[config.mk]
export PLATFORM = sky130hd
export DESIGN_NAME = tpr_test_port
export DESIGN_NICKNAME = d
export VERILOG_FILES = /design/src/hdl/tpr_pkg.sv /design/src/hdl/tpr_tap.sv /design/src/hdl/tpr_test_port.sv
export SDC_FILE = /design/constraint.sdc
export NUM_CORES = 1
export LEC_CHECK = 0
export BUFFER_PORTS_ARGS = -buffer_cell sky130_fd_sc_hd__buf_2
export CAP_MARGIN = 10
export CELL_PAD_IN_SITES_DETAIL_PLACEMENT = 0
export CELL_PAD_IN_SITES_GLOBAL_PLACEMENT = 1
export CORE_AREA = 3 3 156 158
export CTS_CLUSTER_DIAMETER = 50
export DETAILED_ROUTE_END_ITERATION = 8
export DIE_AREA = 0 0 159 161
export MAX_ROUTING_LAYER = met4
export PLACE_DENSITY = 0.58
export REMOVE_ABC_BUFFERS = 1
export SYNTH_ARGS = -nofsm -noshare
export SYNTH_HDL_FRONTEND = slang
export SYNTH_SLANG_ARGS = --single-unit
[constraint.sdc]
create_clock -name ref_clk -period 3 [get_ports ref_clk]
set_input_delay 0.6 -clock ref_clk [delete_from_list [all_inputs] [get_ports ref_clk]]
set_output_delay 0.6 -clock ref_clk [all_outputs]
set_load 0.02 [all_outputs]
[src/hdl/tpr_pkg.sv]
// Shared constants and types for the test port and ROM loader
package tpr_pkg;

    // Serial ROM clock, in CPU clock cycles per full period
    localparam int ROM_PERIOD_NORMAL = 256;
    localparam int ROM_PERIOD_FAST   = 16;
    localparam logic [7:0] ROM_HALF_NORMAL = 8'(ROM_PERIOD_NORMAL / 2 - 1);
    localparam logic [7:0] ROM_HALF_FAST   = 8'(ROM_PERIOD_FAST / 2 - 1);

    // Load image: cache words first, then configuration words
    localparam int WORD_W      = 32;
    localparam int CACHE_WORDS = 8;
    localparam int CFG_WORDS   = 2;
    localparam int FILL_AW     = 4;
    localparam int BIT_CW      = 5;
    localparam logic [FILL_AW-1:0] LOAD_WORDS =
        FILL_AW'(CACHE_WORDS + CFG_WORDS);
    localparam logic [FILL_AW-1:0] CFG_FIRST = FILL_AW'(CACHE_WORDS);
    localparam logic [BIT_CW-1:0]  WORD_LAST = BIT_CW'(WORD_W - 1);

    // Register port
    localparam int ADDR_W = 8;
    localparam logic [ADDR_W-1:0] REG_CTRL   = 8'h00;
    localparam logic [ADDR_W-1:0] REG_STATUS = 8'h04;
    localparam logic [ADDR_W-1:0] REG_TAP    = 8'h08;
    localparam int CTRL_XMIT   = 0;
    localparam int CTRL_FAST   = 1;
    localparam int CTRL_PRIV   = 2;
    localparam int STATUS_RX   = 0;
    localparam int STATUS_DONE = 1;
    localparam int STATUS_TRAP = 2;
    localparam logic CTRL_XMIT_RESET = 1'h0;
    localparam logic CTRL_FAST_RESET = 1'h0;
    localparam logic CTRL_PRIV_RESET = 1'h0;

    // Boundary-scan instruction register
    localparam int IR_W = 5;
    localparam logic [IR_W-1:0] IR_SAMPLE  = 5'h18;
    localparam logic [IR_W-1:0] IR_HIGHZ   = 5'h19;
    localparam logic [IR_W-1:0] IR_CLAMP   = 5'h1A;
    localparam logic [IR_W-1:0] IR_EXTEST  = 5'h1B;
    localparam logic [IR_W-1:0] IR_BYPASS  = 5'h1F;
    localparam logic [IR_W-1:0] IR_CAPTURE = 5'h01;
    localparam int BSR_LEN = 8;

    typedef enum logic [3:0] {
        TAP_RESET, TAP_IDLE,
        TAP_SEL_DR, TAP_CAP_DR, TAP_SH_DR, TAP_EX1_DR,
        TAP_PAU_DR, TAP_EX2_DR, TAP_UPD_DR,
        TAP_SEL_IR, TAP_CAP_IR, TAP_SH_IR, TAP_EX1_IR,
        TAP_PAU_IR, TAP_EX2_IR, TAP_UPD_IR
    } tpr_tap_state_t;

    typedef enum logic {
        LD_FILL,
        LD_TERMINAL
    } tpr_load_state_t;

endpackage

[src/hdl/tpr_tap.sv]
// Boundary-scan test access port controller, paced by sampled test clock
`timescale 1ns/1ps
module tpr_tap
    import tpr_pkg::*;
(
    input  wire logic               ref_clk,
    input  wire logic               tap_rst_n,
    input  wire logic               tck_rise,
    input  wire logic               tck_fall,
    input  wire logic               tms,
    input  wire logic               tdi,
    input  wire logic [BSR_LEN-1:0] bsr_pins_in,
    output logic                    tdo,
    output logic                    tdo_oe,
    output logic [IR_W-1:0]         ir,
    output logic [BSR_LEN-1:0]      bsr_pins_out,
    output logic                    bsr_drive_en,
    output logic                    bsr_highz
);

    typedef struct packed {
        tpr_tap_state_t     st;
        logic [IR_W-1:0]    ir;
        logic [IR_W-1:0]    ir_sh;
        logic               byp;
        logic [BSR_LEN-1:0] bsr_sh;
        logic [BSR_LEN-1:0] bsr_upd;
        logic               tdo;
        logic               tdo_oe;
    } tpr_tap_regs_t;

    tpr_tap_regs_t r;
    tpr_tap_regs_t next_r;
    logic          sel_bsr;

    // Private codes fall back to the harmless bypass path
    assign sel_bsr = (r.ir == IR_SAMPLE) || (r.ir == IR_EXTEST);

    always_comb
    begin
        next_r = r;
        if (tck_rise)
        begin
            unique case (r.st)
                TAP_CAP_IR: next_r.ir_sh = IR_CAPTURE;
                TAP_SH_IR:  next_r.ir_sh = {tdi, r.ir_sh[IR_W-1:1]};
                TAP_CAP_DR:
                begin
                    next_r.byp    = 1'b0;
                    next_r.bsr_sh = bsr_pins_in;
                end
                TAP_SH_DR:
                begin
                    if (sel_bsr)
                        next_r.bsr_sh = {tdi, r.bsr_sh[BSR_LEN-1:1]};
                    else
                        next_r.byp = tdi;
                end
                default: ;
            endcase
            unique case (r.st)
                TAP_RESET:  next_r.st = tms ? TAP_RESET  : TAP_IDLE;
                TAP_IDLE:   next_r.st = tms ? TAP_SEL_DR : TAP_IDLE;
                TAP_SEL_DR: next_r.st = tms ? TAP_SEL_IR : TAP_CAP_DR;
                TAP_CAP_DR: next_r.st = tms ? TAP_EX1_DR : TAP_SH_DR;
                TAP_SH_DR:  next_r.st = tms ? TAP_EX1_DR : TAP_SH_DR;
                TAP_EX1_DR: next_r.st = tms ? TAP_UPD_DR : TAP_PAU_DR;
                TAP_PAU_DR: next_r.st = tms ? TAP_EX2_DR : TAP_PAU_DR;
                TAP_EX2_DR: next_r.st = tms ? TAP_UPD_DR : TAP_SH_DR;
                TAP_UPD_DR: next_r.st = tms ? TAP_SEL_DR : TAP_IDLE;
                TAP_SEL_IR: next_r.st = tms ? TAP_RESET  : TAP_CAP_IR;
                TAP_CAP_IR: next_r.st = tms ? TAP_EX1_IR : TAP_SH_IR;
                TAP_SH_IR:  next_r.st = tms ? TAP_EX1_IR : TAP_SH_IR;
                TAP_EX1_IR: next_r.st = tms ? TAP_UPD_IR : TAP_PAU_IR;
                TAP_PAU_IR: next_r.st = tms ? TAP_EX2_IR : TAP_PAU_IR;
                TAP_EX2_IR: next_r.st = tms ? TAP_UPD_IR : TAP_SH_IR;
                TAP_UPD_IR: next_r.st = tms ? TAP_SEL_DR : TAP_IDLE;
            endcase
        end
        if (tck_fall)
        begin
            // Outputs move on the falling test clock
            next_r.tdo_oe = (r.st == TAP_SH_DR) || (r.st == TAP_SH_IR);
            if (r.st == TAP_SH_IR)
                next_r.tdo = r.ir_sh[0];
            else if (sel_bsr)
                next_r.tdo = r.bsr_sh[0];
            else
                next_r.tdo = r.byp;
            if (r.st == TAP_RESET)
                next_r.ir = IR_BYPASS;
            if (r.st == TAP_UPD_IR)
                next_r.ir = r.ir_sh;
            if (r.st == TAP_UPD_DR && sel_bsr)
                next_r.bsr_upd = r.bsr_sh;
        end
    end

    always_ff @(posedge ref_clk or negedge tap_rst_n)
    begin
        if (!tap_rst_n)
        begin
            r.st      <= TAP_RESET;
            r.ir      <= IR_BYPASS;
            r.ir_sh   <= IR_CAPTURE;
            r.byp     <= 1'b0;
            r.bsr_sh  <= '0;
            r.bsr_upd <= '0;
            r.tdo     <= 1'b0;
            r.tdo_oe  <= 1'b0;
        end
        else
        begin
            r <= next_r;
        end
    end

    assign tdo          = r.tdo;
    assign tdo_oe       = r.tdo_oe;
    assign ir           = r.ir;
    assign bsr_pins_out = r.bsr_upd;
    // EXTEST and CLAMP drive the held pattern; HIGHZ floats the pins
    assign bsr_drive_en = (r.ir == IR_EXTEST) || (r.ir == IR_CLAMP);
    assign bsr_highz    = (r.ir == IR_HIGHZ);

endmodule

[src/hdl/tpr_test_port.sv]
// Top of the test port: serial ROM loader, terminal bits and scan port
`timescale 1ns/1ps
module tpr_test_port
    import tpr_pkg::*;
(
    input  wire logic               ref_clk,
    input  wire logic               rst_n,
    input  wire logic [ADDR_W-1:0]  reg_addr,
    input  wire logic [31:0]        reg_wdata,
    input  wire logic               reg_wr,
    input  wire logic               reg_rd,
    output logic      [31:0]        reg_rdata,
    input  wire logic               rom_serial_in,
    output logic                    rom_clock_out,
    output logic                    rom_output_enable_n,
    output logic                    fill_valid,
    output logic      [FILL_AW-1:0] fill_addr,
    output logic      [WORD_W-1:0]  fill_data,
    output logic                    fill_is_config,
    output logic                    load_done,
    output logic                    serial_receive_bit,
    output logic                    trap_request,
    input  wire logic               tck,
    input  wire logic               tms,
    input  wire logic               tdi,
    input  wire logic               trst_n,
    output logic                    tdo,
    output logic                    tdo_oe,
    input  wire logic [BSR_LEN-1:0] bsr_pins_in,
    output logic      [BSR_LEN-1:0] bsr_pins_out,
    output logic                    bsr_drive_en,
    output logic                    bsr_highz
);

    typedef struct packed {
        tpr_load_state_t    lst;
        logic [7:0]         div;
        logic               rom_clk;
        logic               oe_n;
        logic [WORD_W-1:0]  shreg;
        logic [BIT_CW-1:0]  bit_cnt;
        logic [FILL_AW-1:0] word_cnt;
        logic               fill_valid;
        logic [FILL_AW-1:0] fill_addr;
        logic [WORD_W-1:0]  fill_data;
        logic               fill_cfg;
        logic               xmit;
        logic               fast;
        logic               priv;
        logic               trap_pend;
        logic [2:0]         rx_s;
        logic               rx_filt;
        logic [2:0]         tck_s;
        logic               tck_filt;
        logic [2:0]         tms_s;
        logic               tms_filt;
        logic [2:0]         tdi_s;
        logic               tdi_filt;
        logic [31:0]        rdata;
    } tpr_top_regs_t;

    tpr_top_regs_t   r;
    tpr_top_regs_t   next_r;
    logic            tck_rise;
    logic            tck_fall;
    logic            rx_change;
    logic            tap_rst_n;
    logic [IR_W-1:0] tap_ir;

    // Stage one is left to settle; stages two and three must agree
    function automatic logic agreed(input logic [2:0] s, input logic cur);
        agreed = (s[1] == s[2]) ? s[2] : cur;
    endfunction

    // Merged into the async reset: works with no test clock running
    assign tap_rst_n = rst_n & trst_n;

    assign tck_rise  = next_r.tck_filt & ~r.tck_filt;
    assign tck_fall  = ~next_r.tck_filt & r.tck_filt;
    assign rx_change = next_r.rx_filt != r.rx_filt;

    always_comb
    begin
        next_r = r;

        // Input sampling
        next_r.rx_s     = {r.rx_s[1:0], rom_serial_in};
        next_r.rx_filt  = agreed(r.rx_s, r.rx_filt);
        next_r.tck_s    = {r.tck_s[1:0], tck};
        next_r.tck_filt = agreed(r.tck_s, r.tck_filt);
        next_r.tms_s    = {r.tms_s[1:0], tms};
        next_r.tms_filt = agreed(r.tms_s, r.tms_filt);
        next_r.tdi_s    = {r.tdi_s[1:0], tdi};
        next_r.tdi_filt = agreed(r.tdi_s, r.tdi_filt);

        next_r.fill_valid = 1'b0;
        next_r.rdata      = 32'h0000_0000;

        // Register writes
        if (reg_wr && reg_addr == REG_CTRL)
        begin
            next_r.xmit = reg_wdata[CTRL_XMIT];
            next_r.fast = reg_wdata[CTRL_FAST];
            next_r.priv = reg_wdata[CTRL_PRIV];
        end
        if (reg_wr && reg_addr == REG_STATUS && reg_wdata[STATUS_TRAP])
            next_r.trap_pend = 1'b0;

        // A transition in the same cycle as the clear still lands
        if (rx_change && r.lst == LD_TERMINAL && !r.priv)
            next_r.trap_pend = 1'b1;

        // Loader and terminal pins
        unique case (r.lst)
            LD_FILL:
            begin
                next_r.oe_n = 1'b0;
                if (r.div == 8'h00)
                begin
                    // Equal high and low halves give the 50% duty
                    next_r.div     = r.fast ? ROM_HALF_FAST
                                            : ROM_HALF_NORMAL;
                    next_r.rom_clk = ~r.rom_clk;
                    if (!r.rom_clk)
                    begin
                        // Rising edge: ROM steps on, we take the old bit
                        next_r.shreg   = {r.rx_filt,
                                          r.shreg[WORD_W-1:1]};
                        next_r.bit_cnt = r.bit_cnt + BIT_CW'(1);
                        if (r.bit_cnt == WORD_LAST)
                        begin
                            next_r.fill_valid = 1'b1;
                            next_r.fill_data  = {r.rx_filt,
                                                 r.shreg[WORD_W-1:1]};
                            next_r.fill_addr  = r.word_cnt;
                            next_r.fill_cfg   = r.word_cnt >= CFG_FIRST;
                            next_r.word_cnt   = r.word_cnt
                                                + FILL_AW'(1);
                        end
                    end
                    else if (r.word_cnt == LOAD_WORDS)
                    begin
                        // Finish on a falling edge so the last pulse is whole
                        next_r.lst     = LD_TERMINAL;
                        next_r.oe_n    = 1'b1;
                        next_r.rom_clk = next_r.xmit;
                    end
                end
                else
                begin
                    next_r.div = r.div - 8'h01;
                end
            end
            LD_TERMINAL:
            begin
                next_r.oe_n    = 1'b1;
                // Pin moves on the edge that completes the write
                next_r.rom_clk = next_r.xmit;
            end
        endcase

        // Reads answer in the next cycle only
        if (reg_rd)
        begin
            unique case (reg_addr)
                REG_CTRL:
                    next_r.rdata = {29'h0000_0000, r.priv, r.fast,
                                    r.xmit};
                REG_STATUS:
                    next_r.rdata = {29'h0000_0000, r.trap_pend,
                                    r.lst == LD_TERMINAL, r.rx_filt};
                REG_TAP:
                    next_r.rdata = {24'h00_0000, bsr_highz,
                                    bsr_drive_en, 1'b0, tap_ir};
                default:
                    next_r.rdata = 32'h0000_0000;
            endcase
        end
    end

    always_ff @(posedge ref_clk or negedge rst_n)
    begin
        if (!rst_n)
        begin
            r.lst        <= LD_FILL;
            r.div        <= ROM_HALF_NORMAL;
            r.rom_clk    <= 1'b0;
            r.oe_n       <= 1'b0;
            r.shreg      <= '0;
            r.bit_cnt    <= '0;
            r.word_cnt   <= '0;
            r.fill_valid <= 1'b0;
            r.fill_addr  <= '0;
            r.fill_data  <= '0;
            r.fill_cfg   <= 1'b0;
            r.xmit       <= CTRL_XMIT_RESET;
            r.fast       <= CTRL_FAST_RESET;
            r.priv       <= CTRL_PRIV_RESET;
            r.trap_pend  <= 1'b0;
            r.rx_s       <= 3'h0;
            r.rx_filt    <= 1'b0;
            r.tck_s      <= 3'h0;
            r.tck_filt   <= 1'b0;
            r.tms_s      <= 3'h7;
            r.tms_filt   <= 1'b1;
            r.tdi_s      <= 3'h7;
            r.tdi_filt   <= 1'b1;
            r.rdata      <= 32'h0000_0000;
        end
        else
        begin
            r <= next_r;
        end
    end

    tpr_tap u_tap (
        .ref_clk      (ref_clk),
        .tap_rst_n    (tap_rst_n),
        .tck_rise     (tck_rise),
        .tck_fall     (tck_fall),
        .tms          (r.tms_filt),
        .tdi          (r.tdi_filt),
        .bsr_pins_in  (bsr_pins_in),
        .tdo          (tdo),
        .tdo_oe       (tdo_oe),
        .ir           (tap_ir),
        .bsr_pins_out (bsr_pins_out),
        .bsr_drive_en (bsr_drive_en),
        .bsr_highz    (bsr_highz)
    );

    assign reg_rdata           = r.rdata;
    assign rom_clock_out       = r.rom_clk;
    assign rom_output_enable_n = r.oe_n;
    assign fill_valid          = r.fill_valid;
    assign fill_addr           = r.fill_addr;
    assign fill_data           = r.fill_data;
    assign fill_is_config      = r.fill_cfg;
    assign load_done           = r.lst == LD_TERMINAL;
    assign serial_receive_bit  = r.rx_filt;
    // Masked while privileged; only a trap already pending shows on return to native mode
    assign trap_request        = r.trap_pend & ~r.priv;

endmodule
Word level (Yosys, flattened, before mapping) --
Cells that the tools add are included. W data, S select, Z words.
Storage, ports and cells: flip-flop bits (word level) 175, latch bits 0, memory bits (writable) 0, memory bits (read-only) 0, input port bits 57, output and inout port bits 87, logic and storage cells 144, memories 0
Cells by class: add/subtract/negate cells 3, $mul 0, div/mod/pow operators 0, magnitude comparators 1, equality and inequality tests 31, shift operators 0, muxes and demuxes 41, bitwise gates (word level) 9, reductions and logical operators 27
Operator list (number):
- $mux W81 | 1
- $mux W79 | 1
- $pmux W4 S12 | 1
- $mux W42 | 1
- $mux W38 | 1
- $eq A4 B4 Y1 const B | 9
- $eq A5 B5 Y1 const B | 5
- $mux W8 | 3
- $pmux W8 S3 | 1
- $pmux W9 S2 | 1
- $eq A4 B3 Y1 const B | 4
- $logic_not A8 Y1 | 2
- $mux W4 | 4
- $mux W1 | 13
- $mux W2 | 5
- $mux W5 | 2
- $pmux W5 S2 | 1
- $mux W3 | 3
- $mux W9 | 1
- $reduce_and A3 Y1 | 3
- $eq A4 B2 Y1 const B | 2
- $eq A8 B3 Y1 const B | 1
- $eq A8 B4 Y1 const B | 1
- $reduce_bool A2 Y1 | 4
- 21 further kinds | 42

Longest topological paths before layout --
Gate-level depths: netlist of the first run.
depth after elaboration 7, gate-level depth with buffers 8

By module --
From an unflattened synthesis of the first run, not the netlist that was laid out.
Unflattened totals: cell total of the unflattened synthesis 556, area, all modules 6889.1 µm²
By module, submodules not included:
- tpr_test_port | times used 1, cells each 380, area each 5121.2 µm²
- tpr_tap | times used 1, cells each 176, area each 1767.9 µm²

Least setup slack after synthesis of the first run --
Ideal clock, no wire load.
kind flip-flop to flip-flop, start point register r[133] in the netlist's numbering, end point register, netlist name fill_addr[0], data arrival time 2.095 ns, path slack 0.780 ns, cell stages (with the launch flop) 8, path buffers 2, cells stage by stage dfstp_2 inv_1 ha_1 or4b_1 buf_4 nor4b_4 buf_6 mux2_2
On the way: cells in the longest elaborated chain, start to end 2
Ends and longest elaborated chain:
- start: declaration | RTL line tpr_test_port.sv:62 | tpr_top_regs_t r;
- $logic_not A8 Y1 | RTL line tpr_test_port.sv:118 | if (r.div == 8'h00)
- $reduce_and A4 Y1 (no source line)
No other way between the ends. A chain may end at the register's enable or synchronous reset.

Worst setup path in the final report of the first run --
start point register r[133] in the netlist's numbering, end point register, netlist name fill_data[0]
On the way: cells in the longest elaborated chain, start to end 2
Ends and longest elaborated chain (RTL line):
- $logic_not A8 Y1 | tpr_test_port.sv:118
- $reduce_and A4 Y1 (no source line)
No other way between the ends.

==> results of run 1 <==
## metrics by stage
stage / std cells / setup TNS (ps) / area, µm²
floorplan: 471 / -10850 / 6208
global placement: 886 / 0 / 7164
detailed placement: 886 / 0 / 7164
CTS: 918 / 0 / 7732
global route: 919 / 0 / 7735
finish: 919 / 0 / 7735
## state kept, by name (all words and copies together), names as in the netlist, 4 cells and up
register,cells
u_tap.bsr_pins_out,8
reg_rdata,7
u_tap.ir,5
u_tap.r,18
r,59
fill_addr,4
fill_data,32
next_r,8
## worst max-delay path, delay by kind of cell (launching register included)
kind | cells | cell delay [ps]
flip-flops | 1 | 380
multiplexers | 1 | 370
buffers and inverters | 2 | 350
AND/OR/NAND/NOR | 2 | 1020
adder cells (fa/ha/maj) | 1 | 170
## power breakdown
| group | switching, mW | internal [mW] |
|---|---|---|
| Clock | 0.913 | 1.12 |
| Combinational | 0.273 | 0.242 |
| Sequential | 0.193 | 2.15 |
## synth_stat cells (4+ instances only)
library cell,count
inv_1,11
nor2_1,20
nor2b_1,6
nand2b_1,6
nand3_1,5
o21ai_0,20
and2_1,6
a21oi_1,16
nor3_1,4
dfstp_2,21
buf_4,78
clkbuf_1,13
nand2_1,25
mux2i_1,5
buf_6,7
dfrtp_1,127
and3b_1,4
mux2_2,97
ha_1,7
o22a_1,6
nand4_1,4
xnor2_1,6
or3_1,4
## layout make-up
cell class / count / area share, %
Sequential cell: 148 / 48.22
Antenna cell: 1 / 0.03235
Multi-Input combinational cell: 312 / 31.59
Clock buffer: 18 / 5.678
Timing Repair Buffer: 96 / 7.117
Inverter: 11 / 0.5338
Tap cell: 319 / 5.160
Clock inverter: 14 / 1.666
## routing by layer
layer,track usage (%),vias to the layer above,part of all wire [%]
li1,-,1883,-
met1,12.58,1992,44
met4,4.099,0,1.5
met5,-,-,0
met3,4.001,12,7.0
met2,16.76,96,48
## kinds of logic after synthesis
kind of cell / share of synthesized area [%]
AO/OA/AOI/OAI: 5.686
adder cells (fa/ha/maj): 1.718
AND/OR/NAND/NOR: 8.885
buffers and inverters: 11.21
multiplexers: 16.69
other: 0.05479
XOR/XNOR: 1.262
flip-flops: 54.50
## worst min-delay path by stage
stage / start / cells after the start / endpoint
2_1_floorplan: rst_n / 0 / fill_addr[0]$_DFFE_PN0P_
3_3_place_gp: next_r[42]$_DFF_PN0_ / 0 / next_r[43]$_DFF_PN0_
3_5_place_dp: next_r[42]$_DFF_PN0_ / 0 / next_r[43]$_DFF_PN0_
4_1_cts: rom_serial_in / 1 / next_r[46]$_DFF_PN0_
5_1_grt: tdi / 1 / next_r[34]$_DFF_PN1_
6_report: rst_n / 2 / next_r[42]$_DFF_PN0_
## cells in the final DEF, fill, tap and decap left out, types with 7 or more instances in the layout
master     count
a21oi_1       16
nor2_1        20
dfstp_2       21
ha_1           7
dfrtp_1      127
nand2_1       25
mux2_2        97
buf_2         88
inv_1         11
o21ai_0       20
clkbuf_16     17
conb_1        25
==> reports/qor.txt, run 1 <==
Status: finished clean
Total Routed Length: 12.92 mm
Final Worst Setup Slack: 554.9 ps
Critical Path AT: 2740 ps
Global-route wire length before repair: 21.50 mm
Post-synth EDFFs: 0
Library cells used by synthesis: 57
# fillers: 2339
Final Hold Vio Count: 0
CTS Sinks: 148
Avg WL per Cell: 14.06 µm
Die width: 159 µm
Hold Buf Count CTS: 0
Synthesized instance count: 548
Residual DRC: 0
Layout cells sized above 1: 42.07%
CP startpoint: r[133]$_DFFE_PN1N_
Global Route Usage Sum: 10.69%
Setup Skew: 13.38 ps
PostCTS Resize Cnt: 0
RePlAce Congestion: 0.7397
Synth top area share: 46.44%
Max-slew headroom: 46.73%
Post-synth top flop: dfrtp_1
Reg2reg end: fill_data[0]$_DFFE_PN0P_
CTS tree: done
Slowest CP cell: or4b_1
TritonCTS Buffers: 17
Die ar.: 25600 µm²
Leakage: 3.792 nW
Async set-reset flop share out of synthesis: 100.0%
Area growth from synthesis to layout: 13.02%
CTS H-Tree Depth: 4
IO Count: 144
DPL Wire Length: 8.975 mm
RSZ-0062 raised after global routing: false
Final Power: 4.895 mW
Worst Max-Slew Pin Slew: 799.1 ps
Max VDD drop: 0.0003929 V
Critical-path maximum fanout: 41
Starting DRC count in detailed routing: 160
Slowest stage delay, CP: 650 ps
Clk_lat worst skew: 420 ps
Count of final setup violators: 0
Reg clk slew, reported paths: 60 ps
Area occupied by multi-input gates: 2444 µm²
Vias per inst: 4.334
Hold slack: 275.1 ps
Final max-slew violation count: 0
PD cells: 632.8 nW/µm²
Post-synthesis sequential area ratio: 54.50%
R2R cell count: 6
Total number of vias: 3983
Largest area contributor in the netlist: dfrtp_1
Setup slack, reg-to-reg: 550 ps
Die height: 161 µm
Pin count of the biggest net entering global routing: 116
Rows: 56
Register area: 3730 µm²
Avg Inst Size Synth: 12.49 µm²
CP endpoint: fill_data[0]$_DFFE_PN0P_
Synth top area cells: dfrtp_1 46%, mux2_2 16%, buf_4 8.6%, dfstp_2 8.1%, o21ai_0 1.5%
Cell Chain, Critical Path: inv_1, ha_1, or4b_1, nor4b_4, buf_12, mux2_2
Final worst path period need: 2445 ps
Max-Cap Viols: 0
Final Util: 33.25%
Root buffer selected by CTS: clkbuf_16
Max Clock Freq: 0.4090 GHz
Core Area: 23260 µm²
WS Path Type: reg2reg
Critical Path RT: 3290 ps
Remaining Overflow, GRT: 0
Crit path capture type: register
Initial antenna violation count: 1
Final Cycle Share: 81.50%
Final nets: 650
Tightest Hold Check Type: in2async
Starting Density: 29.42%
Drt pass-1 iters: 4
Port Buffer Count: 89
YS warnings: 0
Vias in the first global route: 4196
Worst r2r src: r[133]$_DFFE_PN1N_
Place WS: 554.9 ps
Startpoint Class: register
Setup Fix Bufs, Post-CTS: 0
Yosys reg bits: 148
Clk buf depth: 2
Area of the mapped netlist: 6844 µm²
DRT antenna net count: 0
Power figures use the tool's default switching activity.
==> inputs of run 2 (changes only) <==
Settings changed: ABC_AREA set to 1, PLACE_DENSITY 0.58 to 0.63.
Clock period 3 ns to 2 ns, I/O delays scaled along.
==> run 2 against run 1 <==
Net effect:
- sequential power rose by 55%
- synthesized cell count grew 39%
- clock-buffer cell count did not move
- final cell count increased by 25%
- clock power up 57%
- die area unchanged
- routed wire length is 8.9% higher
- largest cell class unchanged
==> reports/qor.txt, run 2 <==
Crit path capture type: output port (was register)
Non-filler instance count after layout: 1145 (was 919)
Critical Path AT: 1440 ps (was 2740 ps)
CP delay by family, top: flip-flops (was simple AND/OR/NAND/NOR gates)
Count of final setup violators: 0 (unchanged)
Avg Inst Size Synth: 9.041 µm² (was 12.49 µm²)
RePlAce Congestion: 0.7787 (was 0.7397)
Critical Path RT: 1600 ps (was 3290 ps)
Avg WL per Cell: 12.29 µm (was 14.06 µm)
Vias in the first global route: 4682 (was 4196)
TritonCTS Buffers: 17 (unchanged)
Cell Chain, Critical Path: inv_1, nor2_1, inv_1, nor2_1, buf_2 (was inv_1, ha_1, or4b_1, nor4b_4, buf_12, mux2_2)
Post-synth EDFFs: 0 (unchanged)
Reg2reg end: fill_data[22]$_DFFE_PN0P_ (was fill_data[0]$_DFFE_PN0P_)
Final max-slew violation count: 0 (unchanged)
Synth top area share: 46.13% (was 46.44%)
Commonest cells post-synth: 185 x nand2_1, 127 x dfrtp_1, 93 x inv_1, 78 x buf_4, 63 x o21ai_0 (was 127 x dfrtp_1, 97 x mux2_2, 78 x buf_4, 25 x nand2_1, 21 x dfstp_2)
Die ar.: 25600 µm² (unchanged)
DPL Wire Length: 9.772 mm (was 8.975 mm)
Synth top area cells: dfrtp_1 46%, nand2_1 10%, buf_4 8.5%, dfstp_2 8.0%, inv_1 5.1% (was dfrtp_1 46%, mux2_2 16%, buf_4 8.6%, dfstp_2 8.1%, o21ai_0 1.5%)
Setup Skew: 11.98 ps (was 13.38 ps)
Commonest non-fill, non-tap cell in the layout: nand2_1 (was dfrtp_1)
Final Cycle Share: 91.88%
Setup TNS: 0 ps (unchanged)
Global-route wire length before repair: 23.83 mm (was 21.50 mm)
Port Buffer Count: 89 (unchanged)
Clk_lat worst skew: 420 ps (about the same)
Final Hold Vio Count: 0 (unchanged)
Most frequent cells in the layout: 185 x nand2_1, 127 x dfrtp_1, 93 x inv_1, 88 x buf_2, 63 x o21ai_0 (was 127 x dfrtp_1, 97 x mux2_2, 88 x buf_2, 25 x nand2_1, 25 x conb_1)
RSZ-0062 raised after global routing: false (unchanged)
Leakage: 3.976 nW (was 3.792 nW)
Largest area contributor in the netlist: dfrtp_1 (unchanged)
Largest regs: r x59, fill_data x32, u_tap.r x18 (unchanged)
YS warnings: 0 (unchanged)
Worst Max-Slew Pin Slew: 632.2 ps (was 799.1 ps)
Slowest CP cell: dfstp_2 (was or4b_1)
WS Path Type: reg2out (was reg2reg)
DP Cell Count: 1111 (was 886)
Vias per inst: 4.105 (was 4.334)
CTS H-Tree Depth: 4 (unchanged)
Starting DRC count in detailed routing: 196 (was 160)
Layout cells sized above 1: 22.15% (was 42.07%)
Setup slack, reg-to-reg: 210 ps (was 550 ps)
Combinational Power Share: 17.0% (was 10.5%)
Total number of vias: 4700 (was 3983)
Max-Cap Viols: 0 (unchanged)
Startpoint Class: register (unchanged)
Final worst path period need: 1838 ps
CP endpoint: bsr_highz (was fill_data[0]$_DFFE_PN0P_)
Max reg flops: 59 (unchanged)
Worst r2r src: r[133]$_DFFE_PN1N_ (unchanged)
IO Count: 144 (unchanged)
Root buffer selected by CTS: clkbuf_16 (unchanged)
CP startpoint: u_tap.ir[0]$_DFFE_PN1P_ (was r[133]$_DFFE_PN1N_)
Area growth from synthesis to layout: 14.84% (was 13.02%)
Residual DRC: 0 (unchanged)
Post-Layout Inst Area: 7911 µm² (was 7735 µm²)
Post-synth top flop: dfrtp_1 (unchanged)
Crit path buffers/inverters: 3 (was 2)
Max VDD drop: 0.0005412 V (was 0.0003929 V)
DRT antenna net count: 0 (unchanged)
Drt pass-1 iters: 4 (unchanged)
Synthesized instance count: 762 (was 548)
Psw: 2.508 mW (was 1.379 mW)
Die height: 161 µm (unchanged)
Post-synthesis sequential area ratio: 54.14% (was 54.50%)
Die width: 159 µm (unchanged)
Net Sw Frac: 30.48% (was 28.18%)
Async set-reset flop share out of synthesis: 100.0% (unchanged)
Cell area after placement: 7295 µm² (was 7164 µm²)
Starting Density: 29.61% (was 29.42%)
Clk buf depth: 2 (unchanged)
Library cells used by synthesis: 38 (was 57)
Final nets: 877 (was 650)
Final Power: 8.229 mW (was 4.895 mW)
Reg clk slew, reported paths: 60 ps (about the same)
Antenna diodes: 0 (was 1)
Max-slew headroom: 57.86% (was 46.73%)
Area of the mapped netlist: 6889 µm² (was 6844 µm²)
Slowest stage delay, CP: 530 ps (was 650 ps)
Critical path depth in cells: 5 (was 6)
Global Route Usage Sum: 11.77% (was 10.69%)
Max Clock Freq: 0.5442 GHz
Final Util: 34.01% (was 33.25%)
Tightest Hold Check Type: in2async (unchanged)
Rows: 56 (unchanged)
Largest reg by FF count: r (unchanged)
CTS tree: done (unchanged)
Total Routed Length: 14.07 mm (was 12.92 mm)
Yosys reg bits: 148 (unchanged)
Pin count of the biggest net entering global routing: 116 (unchanged)
R2R cell count: 10 (was 6)
CTS Sinks: 148 (unchanged)
Critical-path maximum fanout: 3 (was 41)
PD cells: 1040 nW/µm² (was 632.8 nW/µm²)
Flop pwr share: 44.4% (was 47.9%)
Initial antenna violation count: 0 (was 1)
# fillers: 2496 (was 2339)
Core Area: 23260 µm² (unchanged)
Most numerous cell in the Yosys netlist: nand2_1 (was dfrtp_1)
Status: finished clean (unchanged)
Clock power frac: 38.6% (was 41.5%)
Remaining Overflow, GRT: 0 (unchanged)
Int Pwr: 5.721 mW (was 3.516 mW)
run 2: final cells by class:
| class | count | area (µm²) | share of cell area, % |
|---|---|---|---|
| multi-input cells | 445 | 2186 | 27.63 |
| flip-flops and latches | 148 | 3730 | 47.15 |
| clock inverters | 14 | 152.6 | 1.929 |
| repair buffers | 104 | 650.6 | 8.224 |
| clock buffers | 18 | 429.2 | 5.425 |
| inverters | 97 | 364.1 | 4.602 |
| well taps | 319 | 399.1 | 5.045 |
run 2: logic make-up after synthesis:
logic type,Yosys count,synth area share [%]
AND/OR/NAND/NOR,269,16.89
buffers and inverters,193,15.51
flip-flops,148,54.14
AO/OA/AOI/OAI,133,10.70
XOR/XNOR,9,1.144
adder cells (fa/ha/maj),9,1.562
other,1,0.05443
run 2: through the flow:
stage / hold slack, ps / setup WS (ps)
after global placement: 334.3 / 175.8
after floorplan: 104.4 / -124.0
after CTS: 22.02 / 126.9
after global routing: 53.68 / 11.57
after detailed placement: 336.3 / 139.1
final: 27.52 / 162.4
run 2: per-layer routing:
metal / GRT usage [%] / share of wire (%) / up-vias / wire, µm
met5: - / 0 / - / 0
met4: 3.820 / 1.2 / 0 / 170
met3: 3.770 / 5.5 / 12 / 776
met2: 18.13 / 46 / 92 / 6417
met1: 14.81 / 48 / 2196 / 6708
li1: - / - / 2400 / -
run 2: worst min path at each step:
| stage | startpoint | endpoint | slack, ps | depth (start not counted) |
|---|---|---|---|---|
| 2_1_floorplan | rst_n | fill_addr[0]$_DFFE_PN0P_ | 100 | 0 |
| 3_3_place_gp | next_r[42]$_DFF_PN0_ | next_r[43]$_DFF_PN0_ | 330 | 0 |
| 3_5_place_dp | next_r[42]$_DFF_PN0_ | next_r[43]$_DFF_PN0_ | 340 | 0 |
| 4_1_cts | rst_n | u_tap.bsr_pins_out[5]$_DFFE_PN0P_ | 20 | 3 |
| 5_1_grt | tms | next_r[38]$_DFF_PN1_ | 50 | 1 |
| 6_report | rst_n | u_tap.bsr_pins_out[3]$_DFFE_PN0P_ | 30 | 3 |
run 2: worst min-delay path: cells and delay by family:
family	cells	cell delay, ps
buf+inv	2	400
simple gates	1	50
run 2: repair_timing:
action	4_1_cts	5_1_grt
setup buffers	0	1
endpoints found under the setup margin	0	34
endpoints found under the hold margin	8	0
hold buffers	1	0
gates resized for setup	0	1
run 2: power groups by stage:
stage | Clock (mW) | Combinational [mW] | Sequential (mW)
floorplan | 0 | 0.983 | 3.70
global placement | 0 | 1.41 | 3.70
detailed placement | 0 | 1.41 | 3.71
CTS | 3.29 | 1.42 | 3.65
global route | 3.38 | 1.62 | 3.70
finish | 3.18 | 1.40 | 3.65
==> inputs of run 3 (changes only) <==
Settings changed: CORE_AREA 3 3 156 158 to 3 3 141 143, CTS_CLUSTER_SIZE set to 30, DIE_AREA 0 0 159 161 to 0 0 144 146, PLACE_DENSITY 0.63 to 0.75.
==> run 3 against run 2 <==
Net effect:
- routed wire length shrank 7.2%
- die area shrank 18%
- non-clock buffer count shrank 5
- final cell count shrank 7.9%
- flip-flop and latch count is the same
- highest routed layer unchanged
==> reports/qor.txt, run 3 (synthesized netlist as in run 2, its figures left out) <==
Clk buf depth: 2 (unchanged)
DRT antenna net count: 0 (unchanged)
Total number of vias: 4664 (was 4700)
Starting Density: 36.83% (was 29.61%)
Max VDD drop: 0.0006525 V (was 0.0005412 V)
Global Route Usage Sum: 13.53% (was 11.77%)
Vias per inst: 4.421 (was 4.105)
Final Util: 41.53% (was 34.01%)
Setup TNS: 0 ps (unchanged)
Setup Fix Bufs, Post-CTS: 0 (unchanged)
DPL Wire Length: 9.073 mm (was 9.772 mm)
Clk_lat worst skew: 420 ps (about the same)
Critical Path RT: 1600 ps (about the same)
# fillers: 1833 (was 2496)
Status: finished clean (unchanged)
PD cells: 1079 nW/µm² (was 1040 nW/µm²)
Avg WL per Cell: 12.38 µm (was 12.29 µm)
IO Count: 144 (unchanged)
Crit path capture type: output port (unchanged)
Remaining Overflow, GRT: 0 (unchanged)
Drt pass-1 iters: 4 (unchanged)
Port Buffer Count: 89 (unchanged)
Die width: 144 µm (was 159 µm)
Largest regs: r x59, fill_data x32, u_tap.r x18 (unchanged)
Area occupied by multi-input gates: 2181 µm² (was 2186 µm²)
CP delay by family, top: flip-flops (unchanged)
Worst Max-Slew Pin Slew: 615.7 ps (was 632.2 ps)
Final worst path period need: 1800 ps (was 1838 ps)
Die ar.: 21020 µm² (was 25600 µm²)
Slowest stage delay, CP: 530 ps (about the same)
Max reg flops: 59 (unchanged)
Max-Cap Viols: 0 (unchanged)
Total Routed Length: 13.06 mm (was 14.07 mm)
CTS tree: done (unchanged)
Slowest CP cell: dfstp_2 (unchanged)
Final nets: 872 (was 877)
Pin count of the biggest net entering global routing: 116 (unchanged)
Hold slack: 4.319 ps (was 27.52 ps)
Final Hold Vio Count: 0 (unchanged)
RSZ-0062 raised after global routing: false (unchanged)
TritonCTS Buffers: 17 (unchanged)
Die height: 146 µm (was 161 µm)
Crit path buffers/inverters: 1 (was 3)
Hold Buf Count CTS: 1 (unchanged)
Count of final setup violators: 0 (unchanged)
WS Path Type: reg2out (unchanged)
Rows: 50 (was 56)
Root buffer selected by CTS: clkbuf_16 (unchanged)
Max Clock Freq: 0.5555 GHz (was 0.5442 GHz)
Critical-path maximum fanout: 5 (was 3)
Max-slew headroom: 58.95% (was 57.86%)
Setup Skew: 14.54 ps (was 11.98 ps)
Final Power: 8.382 mW (was 8.229 mW)
RePlAce Congestion: 0.8297 (was 0.7787)
Critical Path AT: 1400 ps (was 1440 ps)
Starting DRC count in detailed routing: 267 (was 196)
Startpoint Class: register (unchanged)
Vias in the first global route: 4517 (was 4682)
Leakage: 3.964 nW (was 3.976 nW)
Initial antenna violation count: 1 (was 0)
Commonest non-fill, non-tap cell in the layout: nand2_1 (unchanged)
Area growth from synthesis to layout: 12.75% (was 14.84%)
Most frequent cells in the layout: 185 x nand2_1, 127 x dfrtp_1, 93 x inv_1, 88 x buf_2, 63 x o21ai_0 (unchanged)
CTS Sinks: 148 (unchanged)
Global-route wire length before repair: 22.30 mm (was 23.83 mm)
Core Area: 18710 µm² (was 23260 µm²)
PostCTS Resize Cnt: 0 (unchanged)
Cell Chain, Critical Path: nand3_1, nor2_1, buf_2 (was inv_1, nor2_1, inv_1, nor2_1, buf_2)
Final Cycle Share: 90.01% (was 91.88%)
Tightest Hold Check Type: in2async (unchanged)
Final max-slew violation count: 0 (unchanged)
CTS H-Tree Depth: 4 (unchanged)
Largest reg by FF count: r (unchanged)
Reg clk slew, reported paths: 60 ps (about the same)
Register area: 3730 µm² (unchanged)
Residual DRC: 0 (unchanged)
Layout cells sized above 1: 21.59% (was 22.15%)
-- run 3: cell count changes in the layout (fill, tap and decap cells not counted), sizes merged --
cell,delta
bufinv,+2
diode,+1
clkinvlp,-1
buf,-5
clkbuf,+1
inv,-1
clkinv,-2
-- run 3: final cells by class --
class	instances	share of cell area, %
flip-flops and latches	148	48.02
multi-input cells	445	28.08
repair buffers	99	7.410
clock buffers	19	5.702
inverters	97	4.687
well taps	234	3.769
clock inverters	12	2.303
diodes	1	0.03222
-- run 3: routing by layer --
| layer | vias up | routed length, µm | GRT usage (%) |
|---|---|---|---|
| li1 | 2391 | - | - |
| met5 | - | 0 | - |
| met3 | 17 | 779 | 4.896 |
| met2 | 102 | 5788 | 19.37 |
| met4 | 0 | 191 | 4.614 |
| met1 | 2154 | 6297 | 17.76 |
-- run 3: final timing paths --
kind	slack (ps)	start	cells after the start	to
worst max-delay path	200	u_tap.ir[3]$_DFFE_PN1P_	3	bsr_highz
worst min-delay path	4	rst_n	3	u_tap.r[31]$_DFFE_PN0P_
worst max register to register	210	r[133]$_DFFE_PN1N_	10	fill_addr[0]$_DFFE_PN0P_
worst min register to register	350	next_r[46]$_DFF_PN0_	0	next_r[47]$_DFF_PN0_
max in group asynchronous	960	trst_n	5	u_tap.r[19]$_DFFE_PN1P_
min in group ref_clk	90	tms	1	next_r[38]$_DFF_PN1_
-- run 3: worst register-to-register path, cell delays in order (launching register included) --
cell and delay [ps]:
dfstp_2 360, inv_1 130, ha_1 180, nand2_1 60, nor2_2 160, nand2_2 150, nor2_8 200, inv_2 70
buf_12 180, nand2_1 130, o21ai_1 60
-- run 3: where the power goes --
part / internal, mW / leakage, nW / total [mW] / switching, mW
Combinational: 0.476 / 1.74 / 1.39 / 0.912
Sequential: 3.40 / 1.93 / 3.65 / 0.251
Clock: 2.12 / 0.296 / 3.35 / 1.23
Total: 5.99 / 3.96 / 8.38 / 2.39
-- run 3: stage by stage --
stage / setup slack (ps) / cells / area [µm²]
6_report: 199.7 / 1055 / 7767
5_1_grt: 27.40 / 1055 / 7767
4_1_cts: 173.1 / 1054 / 7765
3_5_place_dp: 219.7 / 1022 / 7133
3_3_place_gp: 228.0 / 1022 / 7133
2_1_floorplan: -124.0 / 690 / 6275
